--- src/verilog/instr_decode_pkg.sv ---
package instr_decode_pkg;
  localparam int INSTR_W = 14;
  localparam int FILE_W = 7;
  localparam int BIT_W = 3;
  localparam int PC_W = 13;
  localparam int LIT8_W = 8;
  localparam int LIT11_W = 11;
  localparam int FILE_LSB = 0;
  localparam int DEST_POS = 7;
  localparam int BIT_LSB = 7;
  localparam int OSC_PER_CYCLE = 4;
  localparam logic [1:0] PHASE_RST = 2'h0;
  localparam logic [1:0] PHASE_LAST = 2'h3;
  localparam logic [6:0] STATUS_ADDR = 7'h03;
  localparam logic [6:0] PC_LOW_ADDR = 7'h02;
  localparam int Z_POS = 2;
  localparam int NIBBLE_CARRY_POS = 1;
  localparam int C_POS = 0;
  typedef enum logic [1:0] {CLS_BYTE, CLS_BIT, CLS_BRANCH, CLS_LIT} class_e;
  typedef enum logic [2:0] {
    OP_NONE, OP_BCLR, OP_BSET, OP_BTSTC, OP_BTSTS, OP_CALL, OP_GOTO, OP_RET
  } op_e;
endpackage

--- src/verilog/instruction_field_decode.sv ---
`timescale 1ns/1ps
`default_nettype none
module instruction_field_decode (
  // Clock and reset
  input wire logic clock,
  input wire logic rstn,
  // Fetched word from program memory
  input wire logic [13:0] instr_word,
  // Datapath feedback for this instruction
  input wire logic skip_cond,
  input wire logic [7:0] file_rd_data,
  input wire logic [7:0] result_data,
  input wire logic [2:0] alu_flags,
  input wire logic [4:0] upper_address_holding_latch,
  // Decoded fields
  output logic [6:0] file_addr_q,
  output logic dest_file_q,
  output logic [2:0] bit_num_q,
  output logic [7:0] bit_mask_q,
  output logic [7:0] lit8_q,
  output logic [10:0] lit11_q,
  output logic [1:0] instr_class_q,
  // Timing and control
  output logic [1:0] phase_q,
  output logic cycle_start_q,
  output logic nop_cycle_q,
  // Write-back
  output logic wr_acc_q,
  output logic wr_file_q,
  output logic [7:0] wr_data_q,
  output logic pc_load_q,
  output logic [12:0] pc_load_value_q
);
  logic [1:0] phase_d;
  logic last_phase;
  logic two_cycle;
  logic [1:0] cls;
  logic [7:0] mask;
  logic [7:0] status_fix;
  logic [7:0] rmw;
  logic is_bitop;
  logic dst;
  logic file_wr;
  logic two_cycle_q;

  // Phase counter: four oscillator periods per instruction cycle
  assign phase_d = (phase_q == instr_decode_pkg::PHASE_LAST)
    ? instr_decode_pkg::PHASE_RST : phase_q + 2'h1;
  assign last_phase = phase_q == instr_decode_pkg::PHASE_LAST;

  always_ff @(posedge clock or negedge rstn)
  begin
    if (!rstn)
      phase_q <= instr_decode_pkg::PHASE_RST;
    else
      phase_q <= phase_d;
  end

  always_ff @(posedge clock or negedge rstn)
  begin
    if (!rstn)
      cycle_start_q <= 1'b0;
    else
      cycle_start_q <= last_phase;
  end

  // Class from top two bits; don't-care bits never inspected
  assign cls = instr_word[13:12];
  assign is_bitop = cls == 2'h1 && !instr_word[11];
  assign dst = instr_word[instr_decode_pkg::DEST_POS];
  // Branch, return or taken skip needs a second, no-op cycle
  assign two_cycle = cls == 2'h2 || skip_cond
    || (cls == 2'h3 && instr_word[11:10] == 2'h1)
    || (cls == 2'h0 && instr_word[11:1] == 11'h004);
  assign mask = 8'h01 << instr_word[9:7];
  // Bit operations rewrite the full byte
  assign rmw = instr_word[10] ? (file_rd_data | mask)
    : (file_rd_data & ~mask);
  assign file_wr = is_bitop || (cls == 2'h0 && dst);
  // Flags of any instruction but a bit set or clear win over written status bits
  always_comb
  begin
    status_fix = result_data;
    status_fix[instr_decode_pkg::Z_POS] = alu_flags[2];
    status_fix[instr_decode_pkg::NIBBLE_CARRY_POS] = alu_flags[1];
    status_fix[instr_decode_pkg::C_POS] = alu_flags[0];
  end

  // Field capture at end of each non-no-op cycle
  always_ff @(posedge clock or negedge rstn)
  begin
    if (!rstn)
    begin
      file_addr_q <= 7'h00;
      dest_file_q <= 1'b0;
      bit_num_q <= 3'h0;
      bit_mask_q <= 8'h00;
      lit8_q <= 8'h00;
      lit11_q <= 11'h000;
      instr_class_q <= 2'h0;
    end
    else if (last_phase && !two_cycle_q)
    begin
      file_addr_q <= instr_word[6:0];
      dest_file_q <= dst;
      bit_num_q <= instr_word[9:7];
      bit_mask_q <= mask;
      lit8_q <= instr_word[7:0];
      lit11_q <= instr_word[10:0];
      instr_class_q <= cls;
    end
  end

  // Second cycle of a two-cycle instruction runs as no-op
  always_ff @(posedge clock or negedge rstn)
  begin
    if (!rstn)
    begin
      two_cycle_q <= 1'b0;
      nop_cycle_q <= 1'b0;
    end
    else if (last_phase)
    begin
      two_cycle_q <= !two_cycle_q && two_cycle;
      nop_cycle_q <= !two_cycle_q && two_cycle;
    end
  end

  // Write-back strobes, one clock at cycle end
  always_ff @(posedge clock or negedge rstn)
  begin
    if (!rstn)
    begin
      wr_acc_q <= 1'b0;
      wr_file_q <= 1'b0;
      wr_data_q <= 8'h00;
      pc_load_q <= 1'b0;
      pc_load_value_q <= 13'h0000;
    end
    else
    begin
      wr_acc_q <= last_phase && !nop_cycle_q && cls == 2'h0 && !dst;
      wr_file_q <= last_phase && !nop_cycle_q && file_wr;
      if (is_bitop)
        wr_data_q <= rmw;
      else if (instr_word[6:0] == instr_decode_pkg::STATUS_ADDR)
        wr_data_q <= status_fix;
      else
        wr_data_q <= result_data;
      pc_load_q <= last_phase && !nop_cycle_q && file_wr
        && instr_word[6:0] == instr_decode_pkg::PC_LOW_ADDR;
      pc_load_value_q <= {upper_address_holding_latch,
        is_bitop ? rmw : result_data};
    end
  end
endmodule
`default_nettype wire

--- config.mk ---
export PLATFORM = sky130hd
export DESIGN_NAME = instruction_field_decode
export DESIGN_NICKNAME = d
export VERILOG_FILES = /design/src/verilog/instr_decode_pkg.sv /design/src/verilog/instruction_field_decode.sv
export SDC_FILE = /design/constraint.sdc
export NUM_CORES = 1
export LEC_CHECK = 0
export BUFFER_PORTS_ARGS = -buffer_cell sky130_fd_sc_hd__buf_2
export CAP_MARGIN = 0
export CORE_MARGIN = 8
export CORE_UTILIZATION = 48
export DETAILED_ROUTE_END_ITERATION = 8
export PLACE_DENSITY = 0.85
export SYNTH_ARGS = -nofsm -noshare
export SYNTH_HDL_FRONTEND = slang
export SYNTH_SLANG_ARGS = --single-unit
export TNS_END_PERCENT = 10
--- constraint.sdc ---
create_clock -name clock -period 2.4 [get_ports clock]
set_clock_uncertainty 0.05 [all_clocks]
set_input_delay 0.12 -clock clock [delete_from_list [all_inputs] [get_ports clock]]
set_output_delay 0.12 -clock clock [all_outputs]
set_load 0.01 [all_outputs]
**Word-level counts from Yosys, hierarchy flattened**

Cells that the tools add are included.

- Bits in registers: 68
- Word-level logic and storage cells: 51
- Input port bits: 41

- Multiplexer cells: 5
- Eq/ne operators: 8
- Reduce and logical (&&, ||, !) cells: 18
- Shift-type cells: 1
- Add/subtract/negate cells: 1
- Bitwise gates (word level): 3

Operators by type and width:

| cell | count |
|---|---|
| 2-to-1 mux 8 bit | 3 |
| == test 7 x 2 -> 1 bit, second input constant | 2 |
| == test 11 x 3 -> 1 bit, second input constant | 1 |
| logical AND 1 bit | 10 |
| bitwise AND 8 bit | 1 |
| NOT 8 bit | 1 |
| bitwise OR 8 bit | 1 |
| << shifter 1 x 3 -> 8 bit, first input constant | 1 |
| == test 2 bit, second input constant | 3 |
| == test 2 x 1 -> 1 bit, second input constant | 2 |
| logical OR 1 bit | 4 |
| zero test 1 bit | 3 |
| 2-to-1 mux 3 bit | 1 |
| adder 2 x 1 -> 2 bit, second input constant | 1 |
| zero test 2 bit | 1 |
| 2-to-1 mux 2 bit | 1 |

**Longest topological paths before layout**

Gate-level depths: netlist of run 1.

- Word-level depth: 5
- Gate-level depth with buffers: 6
- Mapped depth without buffers: 4

**Worst setup path before layout of run 1**

Ideal clock, no wire load.

- Path type: reg-to-reg
- From: register phase_q[0]
- To: register bit_mask_q[4]
- Arrival time: 1,336 ps
- Data required time: 2,225 ps
- Stages on the path, launching flop included: 5
- Path buffers: 1
- Path slack: 889 ps
- Period minus slack after synthesis: 1,511 ps
- Cells stage by stage: dfrtp_1 -> ha_1 -> nand2b_1 -> buf_2 -> mux2_2

- Cells in the longest elaborated chain, start to end: 2

RTL lines:

| what | line | RTL |
|---|---|---|
| start: declaration | instruction_field_decode.sv:24 | `output logic [1:0] phase_q,` |
| start signal: assignment | instruction_field_decode.sv:54 | `phase_q <= instr_decode_pkg::PHASE_RST;` |
| start signal: assignment | instruction_field_decode.sv:56 | `phase_q <= phase_d;` |
| == test 2 bit | instruction_field_decode.sv:49 | `assign last_phase = phase_q == instr_decode_pkg::PHASE_LAST;` |
| via last_phase | instruction_field_decode.sv:35 | `logic last_phase;` |
| logical AND 1 bit | instruction_field_decode.sv:102 | `else if (last_phase && !two_cycle_q)` |
| end signal: assignment | instruction_field_decode.sv:107 | `bit_mask_q <= mask;` |
| end: declaration | instruction_field_decode.sv:19 | `output logic [7:0] bit_mask_q,` |

The timed path passes the listed nets, and every way through them passes these cells.
A chain may end at the register's enable or synchronous reset.

**Worst setup path after layout of run 1**

Same ends and word-level chain as after synthesis.

==> results.toml, run 1 <==
[timing]
max-slew-margin-rel = 0.354
maxSlewViolCount = 0
worst_margin_slew_ns = 0.970
finalCriticalPeriod_ns = 1.85
finalHoldViolations = 0
final.setup.tns_ns = 0
final.setup.worst_slack_ns = 0.552
max_freq_mhz = 541
final.period_utilization = 0.770
rsz0062_at_grt = "false"
setup_violations = 0

[place]
place.port_buffers = 108
place.detailed.instances = 299
placed_area_mm2 = 0.00245
preCtsSetupSlack_ns = 0.545
gp_routability_congestion = 0.785
detailedPlacementHpwl_um = 4030

[clock_tree]
cts-root-buf = "clkbuf_8"
buffers_from_clock_root_to_sink_at_most = 2
htree_levels = 2
tritoncts = "yes"
cts_made_buffers = 5
post_cts_resized = 0
clkTransAtPathRegs_ns = 0.08
clock_sinks = 44
insertion_delay_ns = 0.29

[yosys]
yosysWarnings = 0
synth-seq-cells = 44
netlist_instances = 171
synth_async_sr_flop_share = 1.00
post_synth_instance_area_mm2 = 0.00205
share_of_synthesized_area_occupied_by_flip_flops_and_latches = 0.536
post_syn_area_per_cell_um2 = 12.0
synth_nets = 213
netlist-cell-type-count = 38
synth_ff_type = "dfrtp_1"
number_of_enable_type_register_cells_in_the_synthesized_netlist = 0

[routing]
detail-route-antenna-nets = 0
drt_pre_antenna_iters = 4
vias = 1599
total_drc_errors_in_the_routed_layout = 0
detail_route.iter0.violations = 62
post_drt_wl_per_cell_um = 16.7
viasPerCell = 5.00
totalWireLength_um = 5350

[global_routing]
grt_first_pass_wirelength_um = 7960
first_global_vias = 1657
grt_use_total = 0.156
global_route.overflow_total = 0
pin_count_of_the_biggest_net_entering_global_routing = 45
grt_antenna_before_repair = 0

[floorplan]
start_util = 0.506
dieArea_mm2 = 0.00663
core_area_mm2 = 0.00406
ioPinCount = 109
fp.dieH_um = 81.4
core.rowCount = 23
die_w_um = 81.4

[worst_setup_path]
cp-start-kind = "flip-flop"
slowest_delay_ns = 0.40
timing.critical_path.required_ns = 2.53
worst_setup_path_end_kind = "flip-flop"
crit_path_cell_trace = "ha_1 > nand2b_1 > buf_4 > mux2_2"
maximum_fanout_along_the_worst_path = 11
critical_path_class = "flip-flop to flip-flop"
reg2reg_depth = 4
crit_slowest_cell = "dfrtp_1"
critical_path_arrival_ns = 1.98

[pwr]
switchingPower_uw = 469
share_seq_of_total_power = 0.503
netSwitchingFraction = 0.280
cellLeakagePower_nw = 1.34
cellInternalPower_mw = 1.20
vdd_drop_max_mv = 0.376
powerDensity_mw_per_mm2 = 628
power_frac_comb = 0.215
power_frac_clock = 0.282

[flow_run]
maxCapViolations = 0

[finish]
diodes = 0
fraction_of_final_layout_cells_with_drive_strength_greater_than_1 = 0.548
post-route-cell-area_mm2 = 0.00267
finish.utilization = 0.657
final_net_count = 311
finish.cell_count_without_fillers = 320
final.fill_count = 327
area_growth_syn_to_layout_pct = 29.8

[status]
status = "completed"

[hold_path]
hold_path.class = "primary input to flip-flop"
min_path_cells = 2
[cell usage after synthesis, types with 2 or more instances]
library cell | instances | share of area
dfrtp_1 | 44 | 0.54
buf_4 | 24 | 0.088
mux2_2 | 14 | 0.077
o21ai_0 | 10 | 0.024
nor2_1 | 9 | 0.016
nand2_1 | 8 | 0.015
buf_2 | 7 | 0.017
mux2i_1 | 5 | 0.024
nand3b_1 | 5 | 0.018
nand2_2 | 4 | 0.012
o21ai_2 | 4 | 0.017
a211oi_2 | 3 | 0.018
a21oi_1 | 2 | 0.0049
a31oi_1 | 2 | 0.0061
inv_1 | 2 | 0.0037
nand3_1 | 2 | 0.0049
nor3b_2 | 2 | 0.012
nor4bb_1 | 2 | 0.0097
o21ai_1 | 2 | 0.0049
or3b_1 | 2 | 0.0085
[critical path, delay by kind of cell (launching register included)]
family	cells	cell delay, ns
fa+ha+maj	1	0.28
buf+inv	1	0.26
flops	1	0.40
mux	1	0.34
simple gates	1	0.40
[path summary, 6_finish.rpt]
check                               start                  to  slack [ns]
min reg2reg                    phase_q[0]          phase_q[0]        0.41
max in group asynchronous            rstn  pc_load_value_q[8]        1.23
min                        instr_word[12]            wr_acc_q        0.03
max reg2reg                    phase_q[0]       bit_mask_q[4]        0.55
min in group asynchronous            rstn       bit_mask_q[5]        0.46
max                            phase_q[0]       bit_mask_q[4]        0.55
[cell families (layout without fill, tap and decap cells)]
family | Yosys count | after routing | synth area share
AO/OA/AOI/OAI | 27 | 27 | 0.0974
XOR/XNOR | 1 | 1 | 0.00426
adder cells (fa/ha/maj) | 1 | 1 | 0.00609
buffers and inverters | 34 | 133 | 0.114
flip-flops | 44 | 44 | 0.536
multiplexers | 19 | 19 | 0.101
AND/OR/NAND/NOR | 45 | 45 | 0.141
[per-stage QoR]
| stage | total power [mW] | hold WS [ns] |
|---|---|---|
| floorplan | 1.08 | -0.226 |
| global placement | 1.19 | 0.178 |
| detailed placement | 1.21 | 0.179 |
| CTS | 1.70 | 0.00926 |
| global route | 1.75 | 0.0226 |
| finish | 1.67 | 0.0257 |
[layout make-up]
cell class | count | area [µm²] | share of cell area
repair buffers | 123 | 686 | 0.257
inverters | 2 | 7.51 | 0.00282
multi-input cells | 93 | 719 | 0.270
flip-flops and latches | 44 | 1100 | 0.413
well taps | 50 | 62.6 | 0.0235
clock buffers | 8 | 90.1 | 0.0338
[metal layers]
| metal | global-route usage | share of wire | vias to the layer above |
|---|---|---|---|
| li1 | - | - | 768 |
| met1 | 0.176 | 0.41 | 761 |
| met2 | 0.267 | 0.50 | 63 |
| met3 | 0.0535 | 0.078 | 7 |
| met4 | 0.0589 | 0.016 | 0 |
| met5 | 0 | 0 | - |
[placed cells by master, fill, tap and decap left out, types with 2 or more instances in the layout]
cell             n
clkbuf_8         6
nor3b_2          2
mux2i_1          5
buf_2          108
mux2_2          14
nand3_1          2
nor4bb_1         2
nor2_1           9
clkbuf_1         2
nand2_1          8
o21ai_0         10
dlygate4sd3_1   13
a31oi_1          2
a211oi_2         3
inv_1            2
nand2_2          4
a21oi_1          2
nand3b_1         5
dfrtp_1         44
or3b_1           2
o21ai_2          4
o21ai_1          2
buf_4            2
[power groups by stage]
stage	Clock [mW]	Sequential (mW)	Combinational (mW)
floorplan	0	0.887	0.194
global placement	0	0.852	0.340
detailed placement	0	0.856	0.349
CTS	0.488	0.841	0.367
global route	0.513	0.850	0.389
finish	0.473	0.841	0.360
[state kept, by name (all words and copies together) (netlist names)]
signal           flops
wr_file_q            1
cycle_start_q        1
lit8_q               1
pc_load_value_q      9
phase_q              2
file_addr_q          6
instr_class_q        2
wr_acc_q             1
pc_load_q            1
nop_cycle_q          1
bit_num_q            2
wr_data_q            7
lit11_q              2
bit_mask_q           8
[repair_timing]
item	in CTS	in global routing
setup buffers	0	0
endpoints found under the hold margin	56	0
hold buffers	13	0
Note: power is estimated with default switching activity, not from simulation.
==> run 2, diff against run 1 <==
--- a/config.mk
+++ b/config.mk
@@ -5,12 +5,13 @@
 export SDC_FILE = /design/constraint.sdc
 export NUM_CORES = 1
 export LEC_CHECK = 0
+export ABC_AREA = 1
 export BUFFER_PORTS_ARGS = -buffer_cell sky130_fd_sc_hd__buf_2
 export CAP_MARGIN = 0
 export CORE_MARGIN = 8
-export CORE_UTILIZATION = 48
+export CORE_UTILIZATION = 45
 export DETAILED_ROUTE_END_ITERATION = 8
-export PLACE_DENSITY = 0.85
+export PLACE_DENSITY = 0.8
 export SYNTH_ARGS = -nofsm -noshare
 export SYNTH_HDL_FRONTEND = slang
 export SYNTH_SLANG_ARGS = --single-unit
==> constraint.sdc (replaced) <==
create_clock -name clock -period 1.8 [get_ports clock]
set_clock_uncertainty 0.05 [all_clocks]
set_input_delay 0.09 -clock clock [delete_from_list [all_inputs] [get_ports clock]]
set_output_delay 0.09 -clock clock [all_outputs]
set_load 0.01 [all_outputs]
==> run 2 against run 1 <==
Against the previous run: critical path depth is 1 higher; final cell count is 18% higher; largest cell class unchanged; register-to-register slack worse by 0.35 ns; sequential cell count stayed put; combinational power is 33% higher; highest routed layer unchanged.
==> results.toml, run 2 <==
[status]
status = "completed"

[timing]
max_freq_mhz = 625
finalHoldViolations = 0
finalCriticalPeriod_ns = 1.60
max-slew-margin-rel = 0.630
setup_violations = 0
maxSlewViolCount = 0
worst_margin_slew_ns = 0.554
final.setup.worst_slack_ns = 0.199
rsz0062_at_grt = "false"
final.period_utilization = 0.889
final.setup.tns_ns = 0

[clock_tree]
post_cts.repair.setup_buffers = 0
cts_made_buffers = 5
tritoncts = "yes"
clock_sinks = 44
insertion_delay_ns = 0.29
buffers_from_clock_root_to_sink_at_most = 2
cts-root-buf = "clkbuf_8"
clkTransAtPathRegs_ns = 0.08
htree_levels = 2

[global_routing]
grt_antenna_before_repair = 0
first_global_vias = 1789
global_route.overflow_total = 0
grt_use_total = 0.153
grt_first_pass_wirelength_um = 8890
pin_count_of_the_biggest_net_entering_global_routing = 45

[floorplan]
fp.dieH_um = 83.6
die_w_um = 83.6
start_util = 0.469
core_area_mm2 = 0.00438
ioPinCount = 109
core.rowCount = 24
dieArea_mm2 = 0.00699

[pwr]
vdd_drop_max_mv = 0.487
post-layout-total-power_mw = 2.24
powerDensity_mw_per_mm2 = 836
cellLeakagePower_nw = 1.50

[yosys]
share_of_synthesized_area_occupied_by_flip_flops_and_latches = 0.536
dominant_cells_by_area_after_synthesis = "dfrtp_1 (54%), nand2_1 (12%), buf_4 (8.8%)"
netlist-cell-type-count = 29
netlist_instances = 224
number_of_enable_type_register_cells_in_the_synthesized_netlist = 0
netlist.area_leader.share = 0.536
yosys.cell_count.top_type = "nand2_1"
synth_nets = 266
post_synth_instance_area_mm2 = 0.00206
synth_ff_type = "dfrtp_1"
synth_async_sr_flop_share = 1.00
yosysWarnings = 0
synth.largest_area_cell = "dfrtp_1"
synthTopCellsByCount = "nand2_1 (66), dfrtp_1 (44), buf_4 (24), o21ai_0 (20), inv_1 (13)"
post_syn_area_per_cell_um2 = 9.18
synth-seq-cells = 44

[worst_setup_path]
cp-start-kind = "flip-flop"
rrSetupSlack_ns = 0.20
maximum_fanout_along_the_worst_path = 41
critical_path_arrival_ns = 1.69
timing.critical_path.required_ns = 1.89
slowest_delay_ns = 0.42
timing.critical_path.mode_cell = "inv_2"
crit_path_cell_trace = "ha_1 > inv_2 > nor2_4 > inv_2 > o21ai_0"
critical_path.n_buffers_inverters = 2
cpLargestDelayFamily = "buffers and inverters"
crit_slowest_cell = "inv_2"
worst_setup_path_end_kind = "flip-flop"
critical_path_class = "flip-flop to flip-flop"

[place]
gp_routability_congestion = 0.781
detailedPlacementHpwl_um = 4060
place.port_buffers = 108
preCtsSetupSlack_ns = 0.179

[finish]
fraction_of_final_layout_cells_with_drive_strength_greater_than_1 = 0.404
diodes = 0
max_reg_flops = 9
layout.cells.most_common = "buf_2"
final_net_count = 368
final.fill_count = 410
most-common-layout-cells = "buf_2 (108), nand2_1 (66), dfrtp_1 (44), o21ai_0 (20), dlygate4sd3_1 (16)"
largest-register = "pc_load_value_q"
reg_top3 = "pc_load_value_q (9), bit_mask_q (8), wr_data_q (7)"
finish.utilization = 0.611
area_growth_syn_to_layout_pct = 30.2

[routing]
total_drc_errors_in_the_routed_layout = 0
totalWireLength_um = 5320
detail_route.iter0.violations = 85
viasPerCell = 4.61
post_drt_wl_per_cell_um = 14.0
detail-route-antenna-nets = 0
vias = 1748
drt_pre_antenna_iters = 4

[flow_run]
maxCapViolations = 0

[hold_path]
hold_path.class = "primary input to flip-flop"
-- run 2: changes by cell type after synthesis, moves of 5 or more --
cell | before | now
nand2_1 | 8 | 66
mux2_2 | 14 | 0
inv_1 | 2 | 13
nand3_1 | 2 | 12
o21ai_0 | 10 | 20
buf_2 | 7 | 1
mux2i_1 | 5 | 0
-- run 2: worst register-to-register path: cells and delay by family, from the launching register on --
| family | cells | cell delay [ns] |
|---|---|---|
| fa+ha+maj | 1 | 0.25 |
| buf+inv | 2 | 0.51 |
| simple gates | 1 | 0.05 |
| compound gates | 1 | 0.20 |
| flops | 1 | 0.40 |
-- run 2: report_power, final --
group	switching (mW)	internal (mW)
clock network	0.325	0.306
registers	0.0544	1.07
logic	0.268	0.213
-- run 2: timing repair --
action,4_1_cts,5_1_grt
endpoints found under the hold margin,58,0
gates resized for setup,0,0
setup endpoints to repair,0,0
hold buffers,16,0
-- run 2: metal layers --
| metal | wire length [µm] | vias up | global-route usage |
|---|---|---|---|
| met5 | 0 | - | 0 |
| met4 | 65 | 0 | 0.0392 |
| met3 | 463 | 8 | 0.0713 |
| met2 | 2580 | 72 | 0.241 |
| met1 | 2210 | 783 | 0.184 |
| li1 | - | 885 | - |
-- run 2: area by class of cell --
cell class,instances,area (µm²),area share
Inverter,17,66.3,0.0248
Sequential cell,44,1100,0.411
Clock inverter,2,10.0,0.00374
Tap cell,52,65.1,0.0243
Timing Repair Buffer,125,708,0.264
Clock buffer,6,82.6,0.0308
Multi-Input combinational cell,133,644,0.241
-- run 2: cells by family after synthesis --
group / Yosys count / share of synthesized area
buf+inv: 47 / 0.151
compound gates: 30 / 0.0840
flops: 44 / 0.536
simple gates: 102 / 0.223
fa+ha+maj: 1 / 0.00609
-- run 2: stage by stage --
stage	std cells	cell area [µm²]	hold slack [ns]
floorplan	224	2060	-0.256
global placement	355	2420	0.138
detailed placement	355	2420	0.150
CTS	379	2680	0.00145
global route	379	2680	0.0134
finish	379	2680	0.0144
-- run 2: worst paths after layout --
check	end	startpoint	depth (start not counted)
setup / recovery	bit_mask_q[5]	phase_q[0]	5
hold / removal	pc_load_value_q[2]	result_data[2]	3
setup reg to reg	bit_mask_q[5]	phase_q[0]	5
hold reg to reg	phase_q[0]	phase_q[0]	1
max in group asynchronous	pc_load_value_q[1]	rstn	3
min in group asynchronous	phase_q[0]	rstn	3
